===== src/verilog/pmic_pins_pkg.sv =====
/*
  constants for the power-manager control pin logic: register map, field
  positions, rail numbering, wake states and timing counts.
  assumes a 10 MHz clock and a 32-bit apb register bus.
*/
package pmic_pins_pkg;

  // register byte offsets
  localparam logic [7:0] CTRL_OFFSET   = 8'h00;
  localparam logic [7:0] VSEL_OFFSET   = 8'h04;
  localparam logic [7:0] STATUS_OFFSET = 8'h08;
  localparam logic [7:0] CLEAR_OFFSET  = 8'h0c;

  // rails and dacs
  localparam int RAIL_COUNT = 7;
  localparam int DAC_COUNT  = 4;
  localparam int LINEAR_C   = 5;
  localparam int LINEAR_D   = 6;

  // control register fields
  localparam int CTRL_SW_ONLY_BIT  = 8;
  localparam int CTRL_LIN_D_OFF_BIT = 9;
  localparam int CTRL_SLEW_MASK_BIT = 10;
  localparam logic [31:0] CTRL_RESET = 32'h0000_0000;
  localparam logic [31:0] CTRL_MASK  = 32'h0000_077f;
  localparam logic [3:0]  VSEL_RESET = 4'h0;

  // interrupt cause bits
  localparam int CAUSE_COUNT     = 6;
  localparam int CAUSE_PG_FAULT  = 0;
  localparam int CAUSE_UV_WARN   = 1;
  localparam int CAUSE_OT_WARN   = 2;
  localparam int CAUSE_UV_FAULT  = 3;
  localparam int CAUSE_OT_FAULT  = 4;
  localparam int CAUSE_HARD_RST  = 5;

  // status register fields
  localparam int STATUS_PRESS_BIT = 8;
  localparam int STATUS_WAKE_BIT  = 9;
  localparam int STATUS_OK_BIT    = 10;
  localparam int STATUS_STATE_LSB = 12;

  // wake sequencer states
  typedef enum logic [2:0] {
    st_off   = 3'b000,
    st_wait  = 3'b001,
    st_on    = 3'b010,
    st_blank = 3'b011,
    st_hard  = 3'b100
  } wake_state_type;

  // timing
  localparam int CLK_KHZ            = 10000;
  localparam int CLK_MHZ            = 10;
  localparam int ENABLE_DELAY_US    = 200;
  localparam int DEBOUNCE_MS        = 50;
  localparam int WAKE_PRESS_MS      = 400;
  localparam int HARD_PRESS_MS      = 5000;
  localparam int ACK_TIMEOUT_MS     = 5000;
  localparam int HARD_HOLD_MS       = 1000;
  localparam int WAKE_OFF_MS        = 1000;
  localparam int ENABLE_DELAY_CYCLES = ENABLE_DELAY_US * CLK_MHZ;
  localparam int DEBOUNCE_CYCLES     = DEBOUNCE_MS * CLK_KHZ;
  localparam int WAKE_PRESS_CYCLES   = WAKE_PRESS_MS * CLK_KHZ;
  localparam int HARD_PRESS_CYCLES   = HARD_PRESS_MS * CLK_KHZ;
  localparam int ACK_TIMEOUT_CYCLES  = ACK_TIMEOUT_MS * CLK_KHZ;
  localparam int HARD_HOLD_CYCLES    = HARD_HOLD_MS * CLK_KHZ;
  localparam int WAKE_OFF_CYCLES     = WAKE_OFF_MS * CLK_KHZ;

endpackage


===== src/verilog/delay_filter.sv =====
/*
  level delay filter: the output takes the input's level once the input has
  differed from it for DELAY consecutive clocks.
  assumes the input is synchronous to clk.
*/
`timescale 1ns/1ps
module delay_filter #(
  parameter int unsigned DELAY = 1
) (
  // clock and reset
  input  wire logic clk,
  input  wire logic resetn,
  // level in and out
  input  wire logic in_level,
  output logic      out_level
);

  logic [31:0] count;
  logic [31:0] next_count;
  logic        next_out;

  always_comb begin
    next_count = 32'h0000_0000;
    next_out   = out_level;
    if (in_level != out_level) begin
      if (count == 32'(DELAY - 1)) begin
        next_out = in_level;
      end else begin
        next_count = count + 32'h0000_0001;
      end
    end
  end

  always_ff @(posedge clk or negedge resetn) begin
    if (!resetn) begin
      count     <= 32'h0000_0000;
      out_level <= 1'b0;
    end else begin
      count     <= next_count;
      out_level <= next_out;
    end
  end

endmodule


===== src/verilog/pmic_control_pin_logic.sv =====
/*
  control and status pin logic of a multi-rail power manager: pushbutton,
  wake handshake, reset and interrupt pins, rail enables, standby dac select,
  power-good and an apb register file.
  assumes all pin inputs synchronous to clk; open-drain pins are driven low
  outside while their _oe output is high.
*/
// Overview of operation
// - reset pin pulled low while always-on rail is low or hard reset runs
// - rail enable pins are active high; low disables the rail
// - shared pin enables linear c and d; software may still switch d off
// - interrupt pin pulled low on power-good, undervoltage or overtemperature
// - interrupt released only by a write to the clear command register
// - power ack high activates wake; power ack low shuts wake down
// - pushbutton low means pressed, high means released
// - button status follows the pushbutton after a 50 ms debounce
// - wake releases high on button activation or power ack
// - with standby low each dac target comes from the select register bits
// - with standby high every dac uses its second target voltage
// - power-good low when any enabled rail is bad, or slewing unless masked
// - power-good low when every rail is disabled
// - control and select registers return to reset values while the serial supply is below 1 V; latched causes are kept
// - button held 400 ms releases wake high
// - button held 5 s: rails off, wake low, reset low 1 s, inputs ignored
// - internal rail enable follows its pin after 200 us
// - a rail re-enables only after its output discharged below 300 mV
`timescale 1ns/1ps
module pmic_control_pin_logic #(
  parameter int unsigned DEBOUNCE_CYCLES    = pmic_pins_pkg::DEBOUNCE_CYCLES,
  parameter int unsigned WAKE_PRESS_CYCLES  = pmic_pins_pkg::WAKE_PRESS_CYCLES,
  parameter int unsigned HARD_PRESS_CYCLES  = pmic_pins_pkg::HARD_PRESS_CYCLES,
  parameter int unsigned ACK_TIMEOUT_CYCLES = pmic_pins_pkg::ACK_TIMEOUT_CYCLES,
  parameter int unsigned HARD_HOLD_CYCLES   = pmic_pins_pkg::HARD_HOLD_CYCLES,
  parameter int unsigned WAKE_OFF_CYCLES    = pmic_pins_pkg::WAKE_OFF_CYCLES
) (
  // clock and reset
  input  wire logic        clk,
  input  wire logic        resetn,
  // apb slave
  input  wire logic        psel,
  input  wire logic        penable,
  input  wire logic        pwrite,
  input  wire logic [7:0]  paddr,
  input  wire logic [31:0] pwdata,
  output logic [31:0]      prdata,
  output logic             pready,
  output logic             pslverr,
  // pushbutton and host handshake
  input  wire logic        press_n,
  input  wire logic        host_power_ack,
  output logic             button_status_oe,
  output logic             wake_oe,
  output logic             reset_out_n_oe,
  output logic             interrupt_n_oe,
  // rail enable pins
  input  wire logic        buck_a_enable,
  input  wire logic        buck_b_enable,
  input  wire logic        buck_c_enable,
  input  wire logic        buckboost_enable,
  input  wire logic        linear_b_enable,
  input  wire logic        linear_cd_enable,
  // analog monitors
  input  wire logic        always_on_linear_ok,
  input  wire logic        serial_logic_supply_ok,
  input  wire logic [6:0]  rail_good,
  input  wire logic [6:0]  rail_discharged,
  input  wire logic        dac_slewing,
  input  wire logic        undervolt_warn,
  input  wire logic        overtemp_warn,
  input  wire logic        undervolt_fault,
  input  wire logic        overtemp_fault,
  // rail and dac control
  input  wire logic        standby_select,
  output logic [6:0]       rail_enable,
  output logic [3:0]       second_target_voltage,
  output logic             rails_ok_out_oe
);

  pmic_pins_pkg::wake_state_type state;
  pmic_pins_pkg::wake_state_type next_state;
  logic [31:0] timer;
  logic [31:0] next_timer;
  logic [31:0] hold;
  logic [31:0] next_hold;
  logic [31:0] ctrl;
  logic [31:0] next_ctrl;
  logic [3:0]  voltage_control_cmd;
  logic [3:0]  next_vsel;
  logic [5:0]  cause;
  logic [5:0]  next_cause;
  logic [31:0] next_prdata;
  logic [6:0]  next_rail_enable;
  logic [6:0]  rail_request;
  logic [6:0]  rail_follow;
  logic [3:0]  next_second;
  logic        next_wake_oe;
  logic        next_reset_oe;
  logic        next_irq_oe;
  logic        next_ok_oe;
  logic        next_status_oe;
  logic        pressed;
  logic        press_filtered;
  logic        inhibit;
  logic        wake_press;
  logic        hard_press;
  logic        wr_access;
  logic        rd_setup;
  logic        mapped;
  logic        clear_write;
  logic [5:0]  events;

  assign inhibit = (state == pmic_pins_pkg::st_hard);
  // low level is a press, ignored while inhibited
  assign pressed = !press_n && !inhibit;
  assign wake_press = (hold == 32'(WAKE_PRESS_CYCLES));
  assign hard_press = (hold == 32'(HARD_PRESS_CYCLES));

  // apb decode
  assign mapped = (paddr == pmic_pins_pkg::CTRL_OFFSET) || (paddr == pmic_pins_pkg::VSEL_OFFSET)
               || (paddr == pmic_pins_pkg::STATUS_OFFSET) || (paddr == pmic_pins_pkg::CLEAR_OFFSET);
  assign pready = 1'b1;
  assign pslverr = psel && penable && !mapped;
  assign wr_access = psel && penable && pwrite && mapped;
  assign rd_setup = psel && !penable && !pwrite;
  assign clear_write = wr_access && (paddr == pmic_pins_pkg::CLEAR_OFFSET);

  // rail requests: pins or software-only enables
  always_comb begin
    rail_request = {linear_cd_enable, linear_cd_enable, linear_b_enable,
                    buckboost_enable, buck_c_enable, buck_b_enable, buck_a_enable};
    if (ctrl[pmic_pins_pkg::CTRL_SW_ONLY_BIT]) begin
      rail_request = ctrl[6:0];
    end
    if (ctrl[pmic_pins_pkg::CTRL_LIN_D_OFF_BIT]) begin
      rail_request[pmic_pins_pkg::LINEAR_D] = 1'b0;
    end
    if (inhibit) begin
      rail_request = 7'h00;
    end
  end

  // per-rail enable delay
  genvar r;
  generate
    for (r = 0; r < pmic_pins_pkg::RAIL_COUNT; r++) begin : g_rail
      delay_filter #(
        .DELAY (pmic_pins_pkg::ENABLE_DELAY_CYCLES)
      ) u_rail_delay (
        .clk       (clk),
        .resetn    (resetn),
        .in_level  (rail_request[r]),
        .out_level (rail_follow[r])
      );
    end
  endgenerate

  // button debounce
  delay_filter #(
    .DELAY (DEBOUNCE_CYCLES)
  ) u_debounce (
    .clk       (clk),
    .resetn    (resetn),
    .in_level  (pressed),
    .out_level (press_filtered)
  );

  // wake sequencer and button hold counter
  always_comb begin
    next_state = state;
    next_timer = timer + 32'h0000_0001;
    next_hold = (pressed && !hard_press) ? hold + 32'h0000_0001 : (pressed ? hold : 32'h0);
    if (hard_press) begin
      next_state = pmic_pins_pkg::st_hard;
      next_timer = 32'h0;
    end else begin
      case (state)
        pmic_pins_pkg::st_off: begin
          if (host_power_ack) begin
            next_state = pmic_pins_pkg::st_on;
            next_timer = 32'h0;
          end else if (wake_press) begin
            next_state = pmic_pins_pkg::st_wait;
            next_timer = 32'h0;
          end
        end
        pmic_pins_pkg::st_wait: begin
          if (host_power_ack) begin
            next_state = pmic_pins_pkg::st_on;
          end else if (timer == 32'(ACK_TIMEOUT_CYCLES - 1)) begin
            next_state = pmic_pins_pkg::st_blank;
            next_timer = 32'h0;
          end
        end
        pmic_pins_pkg::st_on: begin
          if (!host_power_ack) begin
            next_state = pmic_pins_pkg::st_blank;
            next_timer = 32'h0;
          end
        end
        pmic_pins_pkg::st_blank: begin
          if (timer == 32'(WAKE_OFF_CYCLES - 1)) begin
            next_state = pmic_pins_pkg::st_off;
          end
        end
        pmic_pins_pkg::st_hard: begin
          next_hold = 32'h0;
          if (timer == 32'(HARD_HOLD_CYCLES - 1)) begin
            next_state = pmic_pins_pkg::st_off;
          end
        end
        default: begin
          next_state = pmic_pins_pkg::st_off;
        end
      endcase
    end
  end

  always_ff @(posedge clk or negedge resetn) begin
    if (!resetn) begin
      state <= pmic_pins_pkg::st_off;
      timer <= 32'h0;
      hold  <= 32'h0;
    end else begin
      state <= next_state;
      timer <= next_timer;
      hold  <= next_hold;
    end
  end

  // registers and interrupt causes
  always_comb begin
    next_ctrl = ctrl;
    next_vsel = voltage_control_cmd;
    next_prdata = prdata;
    events = '0;
    events[pmic_pins_pkg::CAUSE_PG_FAULT] = |(rail_enable & ~rail_good);
    events[pmic_pins_pkg::CAUSE_UV_WARN]  = undervolt_warn;
    events[pmic_pins_pkg::CAUSE_OT_WARN]  = overtemp_warn;
    events[pmic_pins_pkg::CAUSE_UV_FAULT] = undervolt_fault;
    events[pmic_pins_pkg::CAUSE_OT_FAULT] = overtemp_fault;
    events[pmic_pins_pkg::CAUSE_HARD_RST] = hard_press;
    // set wins over clear
    next_cause = (clear_write ? 6'h00 : cause) | events;
    if (wr_access && paddr == pmic_pins_pkg::CTRL_OFFSET) begin
      next_ctrl = pwdata & pmic_pins_pkg::CTRL_MASK;
    end
    if (wr_access && paddr == pmic_pins_pkg::VSEL_OFFSET) begin
      next_vsel = pwdata[3:0];
    end
    if (rd_setup) begin
      case (paddr)
        pmic_pins_pkg::CTRL_OFFSET:   next_prdata = ctrl;
        pmic_pins_pkg::VSEL_OFFSET:   next_prdata = {28'h0, voltage_control_cmd};
        pmic_pins_pkg::STATUS_OFFSET: begin
          next_prdata = {26'h0, cause};
          next_prdata[pmic_pins_pkg::STATUS_PRESS_BIT] = press_filtered;
          next_prdata[pmic_pins_pkg::STATUS_WAKE_BIT] = !wake_oe;
          next_prdata[pmic_pins_pkg::STATUS_OK_BIT] = !rails_ok_out_oe;
          next_prdata[pmic_pins_pkg::STATUS_STATE_LSB +: 3] = state;
        end
        default: next_prdata = 32'h0;
      endcase
    end
    if (!serial_logic_supply_ok) begin
      next_ctrl = pmic_pins_pkg::CTRL_RESET;
      next_vsel = pmic_pins_pkg::VSEL_RESET;
    end
  end

  always_ff @(posedge clk or negedge resetn) begin
    if (!resetn) begin
      ctrl <= pmic_pins_pkg::CTRL_RESET;
      voltage_control_cmd <= pmic_pins_pkg::VSEL_RESET;
      cause <= 6'h00;
      prdata <= 32'h0;
    end else begin
      ctrl <= next_ctrl;
      voltage_control_cmd <= next_vsel;
      cause <= next_cause;
      prdata <= next_prdata;
    end
  end

  // pin outputs
  always_comb begin
    for (int i = 0; i < pmic_pins_pkg::RAIL_COUNT; i++) begin
      next_rail_enable[i] = rail_follow[i] && !inhibit
                         && (rail_enable[i] || rail_discharged[i]);
    end
    next_second = standby_select_vec(voltage_control_cmd);
    next_wake_oe = !(state == pmic_pins_pkg::st_wait || state == pmic_pins_pkg::st_on);
    next_reset_oe = !always_on_linear_ok || inhibit;
    next_irq_oe = |next_cause;
    next_status_oe = press_filtered;
    next_ok_oe = |(rail_enable & ~rail_good)
              || (dac_slewing && !ctrl[pmic_pins_pkg::CTRL_SLEW_MASK_BIT])
              || (rail_enable == 7'h00);
  end

  function automatic logic [3:0] standby_select_vec(input logic [3:0] sel);
    standby_select_vec = standby_select ? 4'hf : sel;
  endfunction

  always_ff @(posedge clk or negedge resetn) begin
    if (!resetn) begin
      rail_enable <= 7'h00;
      second_target_voltage <= 4'h0;
      wake_oe <= 1'b1;
      reset_out_n_oe <= 1'b1;
      interrupt_n_oe <= 1'b0;
      button_status_oe <= 1'b0;
      rails_ok_out_oe <= 1'b1;
    end else begin
      rail_enable <= next_rail_enable;
      second_target_voltage <= next_second;
      wake_oe <= next_wake_oe;
      reset_out_n_oe <= next_reset_oe;
      interrupt_n_oe <= next_irq_oe;
      button_status_oe <= next_status_oe;
      rails_ok_out_oe <= next_ok_oe;
    end
  end
endmodule


===== config.mk =====
export PLATFORM = sky130hd
export DESIGN_NAME = pmic_control_pin_logic
export DESIGN_NICKNAME = d
export VERILOG_FILES = /design/src/verilog/pmic_pins_pkg.sv /design/src/verilog/delay_filter.sv /design/src/verilog/pmic_control_pin_logic.sv
export SDC_FILE = /design/constraint.sdc
export NUM_CORES = 1
export LEC_CHECK = 0
export BUFFER_PORTS_ARGS = -buffer_cell sky130_fd_sc_hd__buf_2
export CORE_MARGIN = 3
export CORE_UTILIZATION = 40
export CTS_CLUSTER_DIAMETER = 120
export DETAILED_ROUTE_END_ITERATION = 6
export PLACE_DENSITY = 0.68
export SYNTH_ARGS = -nofsm -noshare
export SYNTH_HDL_FRONTEND = slang
export SYNTH_SLANG_ARGS = --single-unit

===== constraint.sdc =====
create_clock -name clk -period 5.7 [get_ports clk]
set_input_delay 0.855 -clock clk [delete_from_list [all_inputs] [get_ports clk]]
set_output_delay 0.855 -clock clk [all_outputs]
set_load 0.02 [all_outputs]

=== Word-level counts from Yosys, hierarchy flattened ===
Index checks and enable logic that the tools add are counted.

* Logic and storage cells: 187
* Output and inout port bits: 50
* Register bits: 421
* Input bits: 75

* Bitwise gates (word level): 3
* Reductions and logical operators: 66
* Equal/unequal tests: 33
* Muxes and demuxes: 45
* $add $sub $neg: 10

{| class="wikitable"
|+ Operators by type and width
! operator !! number
|-
| $mux 32 || 28
|-
| $add 32x1->32 const B || 10
|-
| $eq 32x11->1 const B || 7
|-
| $pmux 32 s3 || 2
|-
| $eq 32x26->1 const B || 2
|-
| $eq 32x19->1 const B || 1
|-
| $eq 32x22->1 const B || 1
|-
| $eq 32x24->1 const B || 1
|-
| $logic_and 1x1->1 || 26
|-
| $mux 3 || 7
|-
| $eq 8x4->1 const B || 2
|-
| $reduce_and 2->1 || 8
|-
| $logic_or 1x1->1 || 14
|-
| $mux 7 || 2
|-
| $mux 4 || 3
|-
| $pmux 3 s4 || 1
|-
| $logic_not 1->1 || 11
|-
| $eq 8x3->1 const B || 1
|-
| $logic_not 8->1 || 1
|-
| $ne 1x1->1 || 8
|-
| $ne 4x4->1 const B || 2
|-
| $and 7x7->7 || 1
|-
| $logic_not 7->1 || 1
|-
| $not 7->7 || 1
|-
| 14 further kinds || 16
|}

=== Logic depth before layout (Yosys ltp) ===
Gate-level depths: netlist (run 1).

* Depth in word-level cells: 9
* Depth in mapped cells: 9
* Depth with buffers taken out: 7

=== Cells and area by module ===
A second synthesis (run 1) with hierarchy kept.

* Cell total of the unflattened synthesis: 2136
* Area, all modules: 20642.3 µm²

{| class="wikitable"
|+ Modules (own cells, without submodules)
! module !! sequential area each (µm²) !! area an instance (µm²) !! instances !! cells each
|-
| delay_filter (g_rail[0].u_rail_delay ...) || 825.8 || 1828.0 || 7 || 191
|-
| pmic_control_pin_logic || 2906.5 || 6083.3 || 1 || 614
|-
| delay_filter (u_debounce) || 825.8 || 1762.9 || 1 || 185
|}

=== Worst setup path after synthesis (run 1) ===
No wires, ideal clock.

* Path kind: input port to flip-flop
* From: input paddr[5]
* To: register interrupt_n_oe
* Stages on the path: 6
* Path buffers: 1
* Arrival: 2.396 ns
* Slack: 3.165 ns
* Data required time: 5.561 ns
* Library setup time: 0.139 ns
* Cell sequence: nor4_1 nand2_1 or4_1 clkbuf_1 a2111oi_0 nand4b_1

* Word-level cells in the longest chain between the ends: 9
* Elaborated cells on any way between the ends: 12
* Those cells by class: eq/ne: 3; mux: 1; bitwise: 1; reduce/logical: 7

{| class="wikitable"
|+ Ends and longest elaborated chain
! item !! RTL line !! RTL
|-
| from (decl) || pmic_control_pin_logic.sv:43 || <nowiki>input wire logic [7:0] paddr,</nowiki>
|-
| $eq 8x3->1 / $logic_not 8->1 (equally long branches) || pmic_control_pin_logic.sv:119 || <nowiki>assign mapped = (paddr == pmic_pins_pkg::CTRL_OFFSET) || (paddr == pmic_pins_pkg::VSEL_OFFSET)</nowiki>
|-
| $logic_or 1x1->1 || pmic_control_pin_logic.sv:119 ||
|-
| $logic_or 1x1->1 (2 in a row) || pmic_control_pin_logic.sv:120 || <nowiki>|| (paddr == pmic_pins_pkg::STATUS_OFFSET) || (paddr == pmic_pins_pkg::CLEAR_OFFSET);</nowiki>
|-
| $logic_and 1x1->1 || pmic_control_pin_logic.sv:123 || <nowiki>assign wr_access = psel && penable && pwrite && mapped;</nowiki>
|-
| $logic_and 1x1->1 (*) || pmic_control_pin_logic.sv:125 || <nowiki>assign clear_write = wr_access && (paddr == pmic_pins_pkg::CLEAR_OFFSET);</nowiki>
|-
| $mux 6 (*) || pmic_control_pin_logic.sv:243 || <nowiki>next_cause = (clear_write ? 6'h00 : cause) | events;</nowiki>
|-
| $or 6x6->6 (*) || pmic_control_pin_logic.sv:243 ||
|-
| $reduce_or 6->1 (*) || pmic_control_pin_logic.sv:293 || <nowiki>next_irq_oe = |next_cause;</nowiki>
|-
| net next_irq_oe || pmic_control_pin_logic.sv:98 || <nowiki>logic next_irq_oe;</nowiki>
|-
| to (signal assigned) || pmic_control_pin_logic.sv:318 || <nowiki>interrupt_n_oe <= next_irq_oe;</nowiki>
|-
| to (decl) || pmic_control_pin_logic.sv:54 || <nowiki>output logic interrupt_n_oe,</nowiki>
|}

The timed path passes the listed nets; every way through them passes the cells marked *.
A chain may end at the register's enable or synchronous reset.

=== Worst setup path after layout (run 1) ===
* From: register hold[0]
* To: register timer[5]

* Word-level cells in the longest chain between the ends: 5
* Elaborated cells on any way between the ends: 6
* Those cells by class: eq/ne: 2; mux: 4

{| class="wikitable"
|+ Ends and longest elaborated chain
! item !! RTL line !! RTL
|-
| from (decl) || pmic_control_pin_logic.sv:83 || <nowiki>logic [31:0] hold;</nowiki>
|-
| from (signal assigned) || pmic_control_pin_logic.sv:226 || <nowiki>hold <= next_hold;</nowiki>
|-
| $eq 32x22->1 || pmic_control_pin_logic.sv:115 || <nowiki>assign wake_press = (hold == 32'(WAKE_PRESS_CYCLES));</nowiki>
|-
| $mux 32 || pmic_control_pin_logic.sv:181 || <nowiki>end else if (wake_press) begin</nowiki>
|-
| $mux 32 || pmic_control_pin_logic.sv:178 || <nowiki>if (host_power_ack) begin</nowiki>
|-
| $pmux 32 s3 || pmic_control_pin_logic.sv:176 || <nowiki>case (state)</nowiki>
|-
| $mux 32 (*) || pmic_control_pin_logic.sv:172 || <nowiki>if (hard_press) begin</nowiki>
|-
| net next_timer[5] || pmic_control_pin_logic.sv:82 || <nowiki>logic [31:0] next_timer;</nowiki>
|-
| to (signal assigned) || pmic_control_pin_logic.sv:225 || <nowiki>timer <= next_timer;</nowiki>
|-
| to (decl) || pmic_control_pin_logic.sv:81 || <nowiki>logic [31:0] timer;</nowiki>
|}

Marked as above.

==> impl_metrics.yaml, run 1 <==
outcome:
  outcome: "finished clean"
route:
  vias: 14400
  drtAntennaViolNets: 0
  vias_per_cell: 5.39
  wire_per_inst_um: 16.0
  dr.pass1.iters: 6
  drtIter0Drc: 1271
  finalWirelength_mm: 42.8
  drc_errors: 0
setup_path:
  crit_path_end_kind: "register"
  worst_ep_required_time_ns: 6.12
  critPathMaxFanout: 32
  startpoint_type: "register"
  crit_type: "reg2reg"
  cp.arrival_ns: 3.18
pwr:
  internal_power_w: 0.00443
  p_clk_share_pct: 47.0
  switching_power_w: 0.00132
  combPwrFrac_pct: 4.1
  ir_drop_mv: 0.170
  seqPwrFrac_pct: 48.9
  swShare_pct: 22.9
  finalPower_w: 0.00575
  leakagePower_nw: 8.63
  p_per_area_mw_per_mm2: 270
hold_path:
  hold_class: "in2async"
yosys:
  yosys_register_bits: 380
  synth.distinct_cells: 60
  synth_warnings: 0
  ys.flop_type: "dfrtp_1"
  syn_area_mm2: 0.0190
  synth.area.top_cells: "dfrtp_1 (50%), xor2_1 (6.9%), nor2_1 (6.9%), xnor2_1 (5.9%), nand3_1 (3.3%)"
  yosysTopAreaCellShare_pct: 49.6
  ys_async_sr_fraction_pct: 100
  seq_area_frac_synth_pct: 50.1
  synth_edf_count: 0
  syn_inst: 1977
  synth_top_area_cell: "dfrtp_1"
  avgSynthCellArea_um2: 9.61
floorplan:
  row_count: 79
  start_util_pct: 40.6
  dieArea_mm2: 0.0502
  die_w_um: 224
  ios: 125
  die_h_um: 224
  core_area_mm2: 0.0468
clock_network:
  cts_buffer_depth: 3
  cts_hold_buf: 0
  cts_setup_buffers: 0
  cts_root_buf: "clkbuf_16"
  cts.sinks: 380
  cts_inserted_buffers: 41
  cts_tree: "yes"
  clk_pin_slew_ns: 0.06
  clk_latency_ns: 0.56
  htreeDepth: 2
  cts_resized: 0
placed_design:
  postPlaceCellArea_mm2: 0.0199
  dp_hpwl_mm: 28.9
  gp_congestion: 0.866
  io_buffers: 82
sta:
  period_share_pct: 48.4
  worst_pin_slew_ns: 1.08
  timing.setup.tns_ns: 0
  finalHoldViolations: 0
  setup_viol: 0
  min_period_ns: 2.76
  slew_headroom_pct: 27.1
  rsz0062_at_grt: "false"
  finClkSkew_ns: 0.0152
  finalMaxSlewViolations: 0
  whs_ns: 0.378
  timing.fmax_mhz: 363
global_routing:
  grt_pass1_vias: 13800
  antenna_found_initial: 3
  grt_pass1_wl_mm: 70.7
  grt_remaining_overflow: 0
  grt_start_max_net_pins: 136
  grtUsageTotal_pct: 17.0
finish:
  multiInputGateArea_mm2: 0.00896
  layout-drive-gt1-share_pct: 9.77
  final_util_pct: 45.5
  seqCellArea_mm2: 0.00951
  diodes: 0
  fillers: 4359
  layout_commonest_cell: "dfrtp_1"
  final_cell_mix: "dfrtp_1 (377), nor2_1 (347), xor2_1 (150)"
  design_area_mm2: 0.0213
  area_growth_pct: 12.0
  nets: 2121
run:
  drv_cap: 0
-- cell type report --
type	instances	area share (%)
multi-input combinational	1474	42.1
tap	607	3.57
clock inverter	17	0.805
sequential	380	44.7
inverter	49	0.864
timing repair buffer	89	2.34
clock buffer	58	5.64
-- path summary, 6_finish.rpt --
| check | start | endpoint | slack, ns | cells past startpoint |
|---|---|---|---|---|
| max | hold[0]$_DFF_PN0_ | timer[5]$_DFF_PN0_ | 2.94 | 8 |
| max reg2reg | hold[0]$_DFF_PN0_ | timer[5]$_DFF_PN0_ | 2.94 | 8 |
| min reg2reg | g_rail[2].u_rail_delay.count[0]$_DFF_PN0_ | g_rail[2].u_rail_delay.count[0]$_DFF_PN0_ | 0.46 | 1 |
| min | resetn | g_rail[5].u_rail_delay.count[17]$_DFF_PN0_ | 0.38 | 1 |
| min in group clk | always_on_linear_ok | reset_out_n_oe$_DFF_PN1_ | 0.43 | 2 |
| max in group asynchronous | resetn | hold[4]$_DFF_PN0_ | 4.07 | 2 |
-- critical path, stage by stage, from the launching register on --
cell     delay, ns
dfrtp_1       0.47
inv_1         0.09
ha_1          0.13
nor4b_1       0.31
nand4_1       0.20
or4_1         0.82
o31ai_4       0.12
buf_4         0.36
nor2_1        0.10
-- stage by stage --
stage	worst slack, ns	instances
after detailed placement	2.73	2599
final	2.94	2674
after CTS	2.94	2674
after global placement	2.77	2599
after global routing	2.82	2674
after floorplan	3.17	1995
-- power by group through the flow --
stage,Clock [W],Combinational [W],Sequential [W]
5_1_grt,0.00290,0.000272,0.00282
3_5_place_dp,0,0.000239,0.00286
4_1_cts,0.00278,0.000240,0.00281
6_report,0.00270,0.000235,0.00281
2_1_floorplan,0,0.000135,0.00285
3_3_place_gp,0,0.000233,0.00286
-- registers in the layout, indices dropped and copies added (netlist names), 3 cells and up --
signal	flops
cause	6
ctrl	10
g_rail.u_rail_delay.count	224
g_rail.u_rail_delay.out_level	7
hold	32
prdata	13
rail_enable	7
second_target_voltage	4
state	3
timer	32
u_debounce.count	32
voltage_control_cmd	4
-- kinds of logic after synthesis --
| logic type | synth area share, % |
|---|---|
| simple gates | 27.4 |
| flops | 50.1 |
| xor+xnor | 12.9 |
| buf+inv | 3.24 |
| compound gates | 3.63 |
| mux | 2.07 |
| fa+ha+maj | 0.724 |
| other cells | 0.0395 |
-- cell usage after synthesis, drive strengths merged, types with 28 or more instances --
master and count:
a21oi 39, and3 52, and4 34, buf 33, clkbuf 59, dfrtp 377, inv 49, mux2i 28
nand2 107, nand3 124, nand4 91, nor2 347, nor3 59, nor4 75, o21ai 35, xnor2 129
xor2 150
-- layer usage --
metal | up-vias | wire (um) | GRT usage (%)
met4 | 6 | 727 | 4.09
li1 | 6936 | - | -
met1 | 7120 | 20400 | 24.4
met3 | 60 | 2190 | 3.60
met5 | - | 43 | 0
met2 | 303 | 19500 | 26.4
Power figures use the tool's default switching activity.
==> inputs of run 2 (changes only) <==
--- a/config.mk
+++ b/config.mk
@@ -10,7 +10,7 @@
 export CORE_UTILIZATION = 40
 export CTS_CLUSTER_DIAMETER = 120
 export DETAILED_ROUTE_END_ITERATION = 6
-export PLACE_DENSITY = 0.68
+export PLACE_DENSITY = 0.7
 export SYNTH_ARGS = -nofsm -noshare
 export SYNTH_HDL_FRONTEND = slang
 export SYNTH_SLANG_ARGS = --single-unit
==> constraint.sdc (replaced) <==
create_clock -name clk -period 2.3 [get_ports clk]
set_input_delay 0.345 -clock clk [delete_from_list [all_inputs] [get_ports clk]]
set_output_delay 0.345 -clock clk [all_outputs]
set_load 0.02 [all_outputs]
==> impl_metrics.yaml, run 2 (synthesis gave the netlist of run 1 again) <==
sta:
  rsz0062_at_grt: "true"
  slew_headroom_pct: 61.8
  finClkSkew_ns: 0.00853
  timing.setup.tns_ns: -0.245
  finalMaxSlewViolations: 0
  finalHoldViolations: 0
  period_share_pct: 101
  setup_viol: 13
  fin_ws_ns: -0.0286
  timing.fmax_mhz: 429
  worst_pin_slew_ns: 0.573
  min_period_ns: 2.33
  whs_ns: 0.0553
placed_design:
  postPlaceCellArea_mm2: 0.0206
  dp_hpwl_mm: 31.4
  io_buffers: 82
  gp_congestion: 0.892
clock_network:
  clk_pin_slew_ns: 0.06
  cts_inserted_buffers: 43
  cts_tree: "yes"
  cts.sinks: 380
  cts_buffer_depth: 3
  htreeDepth: 2
  clk_latency_ns: 0.56
  cts_root_buf: "clkbuf_16"
finish:
  final_cell_mix: "dfrtp_1 (375), nor2_1 (342), xor2_1 (150)"
  nets: 2209
  fillers: 4283
  layout-drive-gt1-share_pct: 13.7
  design_area_mm2: 0.0223
  largest_reg_flops: 224
  layout_commonest_cell: "dfrtp_1"
  area_growth_pct: 17.3
  top_register: "g_rail.u_rail_delay.count"
floorplan:
  row_count: 79
  start_util_pct: 40.6
  core_area_mm2: 0.0468
  ios: 125
  die_w_um: 224
  dieArea_mm2: 0.0502
  die_h_um: 224
setup_path:
  crit_type: "reg2reg"
  path_delay_family: "simple AND/OR/NAND/NOR gates"
  critPathMaxFanout: 8
  cp_slowest_stage_delay_ns: 0.55
  cp.arrival_ns: 2.77
  r2r_end: "timer[8]$_DFF_PN0_"
  cp_cell_sequence: "or4_4, nor4_4, buf_4, a31oi_4, o31ai_4, buf_6, clkbuf_16, nor2_1"
  worst_ep_required_time_ns: 2.74
  worst-path-buf-inv: 3
  reg2regPathDepth: 8
  startpoint_type: "register"
  timing.rr.start: "timer[26]$_DFF_PN0_"
  crit_slowest_cell: "or4_4"
  r2r_slack_ns: -0.03
  crit_path_end_kind: "register"
route:
  wire_per_inst_um: 16.2
  drtAntennaViolNets: 0
  vias_per_cell: 5.40
  drtIter0Drc: 1138
  drc_errors: 0
  dr.pass1.iters: 6
  finalWirelength_mm: 44.8
  vias: 14900
hold_path:
  hold_path.startpoint: "dac_slewing"
  hold_end: "rails_ok_out_oe$_DFF_PN1_"
  hold_class: "in2reg"
  hold_depth: 2
pwr:
  combPwrFrac_pct: 4.2
  ir_drop_mv: 0.499
  p_per_area_mw_per_mm2: 666
  internal_power_w: 0.0116
  swShare_pct: 22.1
  p_clk_share_pct: 48.9
  switching_power_w: 0.00328
  finalPower_w: 0.0148
  seqPwrFrac_pct: 47.0
  leakagePower_nw: 9.15
global_routing:
  antenna_found_initial: 6
  grt_pass1_wl_mm: 74.1
  grt_pass1_vias: 14700
  grt_remaining_overflow: 0
  grt_start_max_net_pins: 66
  grtUsageTotal_pct: 17.8
run:
  drv_cap: 0
outcome:
  outcome: "complete, but fails checks"
  violations: "setup timing"
## run 2: changes by cell type in the layout (fill, tap and decap cells not counted), moves of 3 or more
cell	before	now
buf_12	2	10
buf_4	5	74
bufinv_16	3	6
clkbuf_1	6	9
clkbuf_16	41	46
clkinv_2	11	5
dlygate4sd3_1	0	6
nor2_1	347	342
nor2_2	0	4
nor4_1	68	65
## run 2: final cells by class
cell class / count / area [um2] / share of cell area (%)
Antenna cell: 1 / 2.50 / 0.0112
Clock buffer: 63 / 1280 / 5.76
Clock inverter: 13 / 220 / 0.988
Inverter: 49 / 184 / 0.825
Multi-Input combinational cell: 1474 / 9040 / 40.6
Sequential cell: 380 / 9520 / 42.7
Tap cell: 607 / 759 / 3.41
Timing Repair Buffer: 175 / 1280 / 5.76
## run 2: power groups by stage
stage	registers (W)	clock network, W	logic, W
after CTS	0.00697	0.00742	0.000636
after detailed placement	0.00709	0	0.000620
final	0.00697	0.00726	0.000619
after floorplan	0.00705	0	0.000335
after global placement	0.00708	0	0.000600
after global routing	0.00699	0.00771	0.000707
## run 2: worst reg2reg max path, stage by stage, from the launching register on
cell       delay [ns]
dfrtp_2          0.42
or4_4            0.55
nor4_4           0.29
buf_4            0.17
a31oi_4          0.10
o31ai_4          0.33
buf_6            0.17
clkbuf_16        0.15
nor2_1           0.05
## run 2: what timing repair did
| item | 4_1_cts | 5_1_grt |
|---|---|---|
| setup buffers | 3 | 2 |
| pin swaps | 2 | 4 |
| cloned | 1 | 1 |
| gates resized for setup | 5 | 17 |
| endpoints found under the hold margin | 51 | 0 |
| hold buffers | 6 | 0 |
| endpoints found under the setup margin | 34 | 42 |
## run 2: per-stage QoR
step | worst slack, ns | instances | util (%)
final | -0.0286 | 2762 | 47.7
after global routing | -0.105 | 2761 | 47.7
after CTS | 0.00403 | 2759 | 47.5
after detailed placement | -0.0373 | 2673 | 44.0
after global placement | -0.0326 | 2673 | 44.0
after floorplan | 0.0895 | 1995 | -
## run 2: worst max-delay path by stage
stage / endpoint / cells after the start / start / slack (ns)
2_1_floorplan: timer[22]$_DFF_PN0_ / 9 / hold[0]$_DFF_PN0_ / 0.09
3_3_place_gp: hold[1]$_DFF_PN0_ / 8 / hold[0]$_DFF_PN0_ / -0.03
3_5_place_dp: timer[28]$_DFF_PN0_ / 8 / hold[1]$_DFF_PN0_ / -0.04
4_1_cts: timer[7]$_DFF_PN0_ / 8 / timer[29]$_DFF_PN0_ / 0.004
5_1_grt: timer[8]$_DFF_PN0_ / 7 / timer[9]$_DFF_PN0_ / -0.10
6_report: timer[8]$_DFF_PN0_ / 8 / timer[26]$_DFF_PN0_ / -0.03
## run 2: per-layer routing
metal,part of all wire (%),global-route usage (%)
met5,0.15,0
met4,2.5,5.34
met3,5.6,3.85
met2,47,28.6
met1,45,24.2
==> inputs of run 3 (changes only) <==
==> constraint.sdc (replaced) <==
create_clock -name clk -period 2.3 [get_ports clk]
set_input_delay 0.46 -clock clk [delete_from_list [all_inputs] [get_ports clk]]
set_output_delay 0.46 -clock clk [all_outputs]
set_load 0.02 [all_outputs]
==> impl_metrics.yaml, run 3 (synthesis gave the netlist of run 1 again) <==
route:
  wire_per_inst_um: 16.1
  finalWirelength_mm: 44.5
  drc_errors: 0
  drtAntennaViolNets: 0
  drtIter0Drc: 1060
  dr.pass1.iters: 5
  vias_per_cell: 5.35
  vias: 14800
placed_design:
  dp_slack_ns: -0.0640
  dp_hpwl_mm: 31.1
  gp_congestion: 0.839
  io_buffers: 82
finish:
  top_register: "g_rail.u_rail_delay.count"
  nets: 2208
  area_growth_pct: 16.3
  largest_reg_flops: 224
  final_util_pct: 47.3
  fillers: 4334
  multiInputGateArea_mm2: 0.00900
  final_cell_mix: "dfrtp_1 (377), nor2_1 (347), xor2_1 (150)"
  seqCellArea_mm2: 0.00951
  layout_commonest_cell: "dfrtp_1"
  layout-drive-gt1-share_pct: 13.3
setup_path:
  worst-path-buf-inv: 3
  crit_slowest_cell: "or4_1"
  crit_type: "reg2reg"
  startpoint_type: "register"
  cp_slowest_stage_delay_ns: 0.55
  cp.arrival_ns: 2.69
  critPathMaxFanout: 9
  path_delay_family: "simple AND/OR/NAND/NOR gates"
  cpMostUsedCell: "buf_4"
  cp_cell_sequence: "or4_1, nor4_2, buf_4, a31oi_2, o31ai_4, buf_4, clkbuf_16, nor2_1"
  worst_ep_required_time_ns: 2.73
  crit_path_end_kind: "register"
outcome:
  outcome: "finished clean"
floorplan:
  row_count: 79
  core_area_mm2: 0.0468
  ios: 125
  dieArea_mm2: 0.0502
  die_w_um: 224
  die_h_um: 224
  start_util_pct: 40.6
sta:
  finalMaxSlewViolations: 0
  slew_headroom_pct: 62.4
  setup_viol: 0
  rsz0062_at_grt: "true"
  min_period_ns: 2.27
  finalHoldViolations: 0
  finClkSkew_ns: 0.0196
  period_share_pct: 98.5
  fin_ws_ns: 0.0341
  timing.fmax_mhz: 441
  worst_pin_slew_ns: 0.559
  whs_ns: 0.0452
hold_path:
  hold_class: "in2reg"
pwr:
  leakagePower_nw: 9.11
  ir_drop_mv: 0.557
  p_per_area_mw_per_mm2: 641
global_routing:
  grt_start_max_net_pins: 66
  grt_pass1_wl_mm: 74.1
  grt_use_met2_pct: 28.3
  antenna_found_initial: 8
  grt_use_met1_pct: 24.5
  busiest_layer: "met2"
  grtUsageMet3_pct: 3.71
  grt_remaining_overflow: 0
  grt_pass1_vias: 14700
  grtUsageTotal_pct: 17.7
clock_network:
  cts_buffer_depth: 3
  clk_latency_ns: 0.55
  clk_pin_slew_ns: 0.06
  cts_inserted_buffers: 42
  cts_root_buf: "clkbuf_16"
  cts_tree: "yes"
  htreeDepth: 2
  cts.sinks: 380
run:
  drv_cap: 0
[run 3: cell count changes in the layout (fill, tap and decap cells not counted), moves of 3 or more]
| cell | previous run | this run |
|---|---|---|
| nor2_1 | 342 | 347 |
| buf_12 | 10 | 13 |
| clkinv_2 | 5 | 8 |
| bufinv_16 | 6 | 2 |
| buf_4 | 74 | 77 |
| dlygate4sd3_1 | 6 | 1 |
| nor2_2 | 4 | 0 |
[run 3: worst register-to-register path, cell delays in order, from the launching register on]
cell       delay, ns
dfrtp_1         0.40
or4_1           0.55
nor4_2          0.31
buf_4           0.17
a31oi_2         0.11
o31ai_4         0.24
buf_4           0.18
clkbuf_16       0.15
nor2_1          0.04
[run 3: worst paths after layout]
kind / from / end / slack, ns / cells after the start
setup / recovery: timer[28]$_DFF_PN0_ / timer[0]$_DFF_PN0_ / 0.03 / 8
setup reg to reg: timer[28]$_DFF_PN0_ / timer[0]$_DFF_PN0_ / 0.03 / 8
hold reg to reg: g_rail[2].u_rail_delay.count[0]$_DFF_PN0_ / g_rail[2].u_rail_delay.count[0]$_DFF_PN0_ / 0.47 / 1
min in group asynchronous: resetn / g_rail[2].u_rail_delay.count[25]$_DFF_PN0_ / 0.47 / 2
hold / removal: always_on_linear_ok / reset_out_n_oe$_DFF_PN1_ / 0.05 / 2
max in group asynchronous: resetn / g_rail[4].u_rail_delay.count[31]$_DFF_PN0_ / 1.12 / 3
[run 3: timing repair]
item | 4_1_cts | 5_1_grt
gates resized for setup | 1 | 8
setup buffers | 0 | 2
endpoints found under the hold margin | 43 | 0
gates cloned | 0 | 1
hold buffers | 1 | 0
endpoints found under the setup margin | 37 | 68
pin swaps | 0 | 4
[run 3: per-layer routing]
| metal | wire (um) | up-vias |
|---|---|---|
| li1 | - | 7103 |
| met1 | 20300 | 7270 |
| met2 | 20400 | 294 |
| met3 | 2570 | 90 |
| met4 | 1200 | 10 |
| met5 | 62 | - |
[run 3: metrics by stage]
step	std cells	instance area [um2]	TNS [ns]	power, W
finish	2760	22100	0	0.0142
global route	2759	22100	-1.16	0.0147
CTS	2756	22000	0	0.0143
detailed placement	2681	20700	-1.64	0.00771
global placement	2681	20700	-0.701	0.00768
floorplan	1995	19100	0	0.00739
[run 3: layout make-up]
| type | instances | share of cell area [%] |
|---|---|---|
| Antenna cell | 1 | 0.0113 |
| Clock inverter | 13 | 0.566 |
| Clock buffer | 61 | 5.49 |
| Multi-Input combinational cell | 1474 | 40.7 |
| Timing Repair Buffer | 175 | 5.90 |
| Tap cell | 607 | 3.44 |
| Sequential cell | 380 | 43.0 |
| Inverter | 49 | 0.832 |
[run 3: report_power, final]
part	leakage (nW)	switching (W)	total, W	internal [W]
combinational	3.30	0.000398	0.000625	0.000226
sequential	5.14	0.000149	0.00697	0.00682
clock	0.662	0.00269	0.00657	0.00388
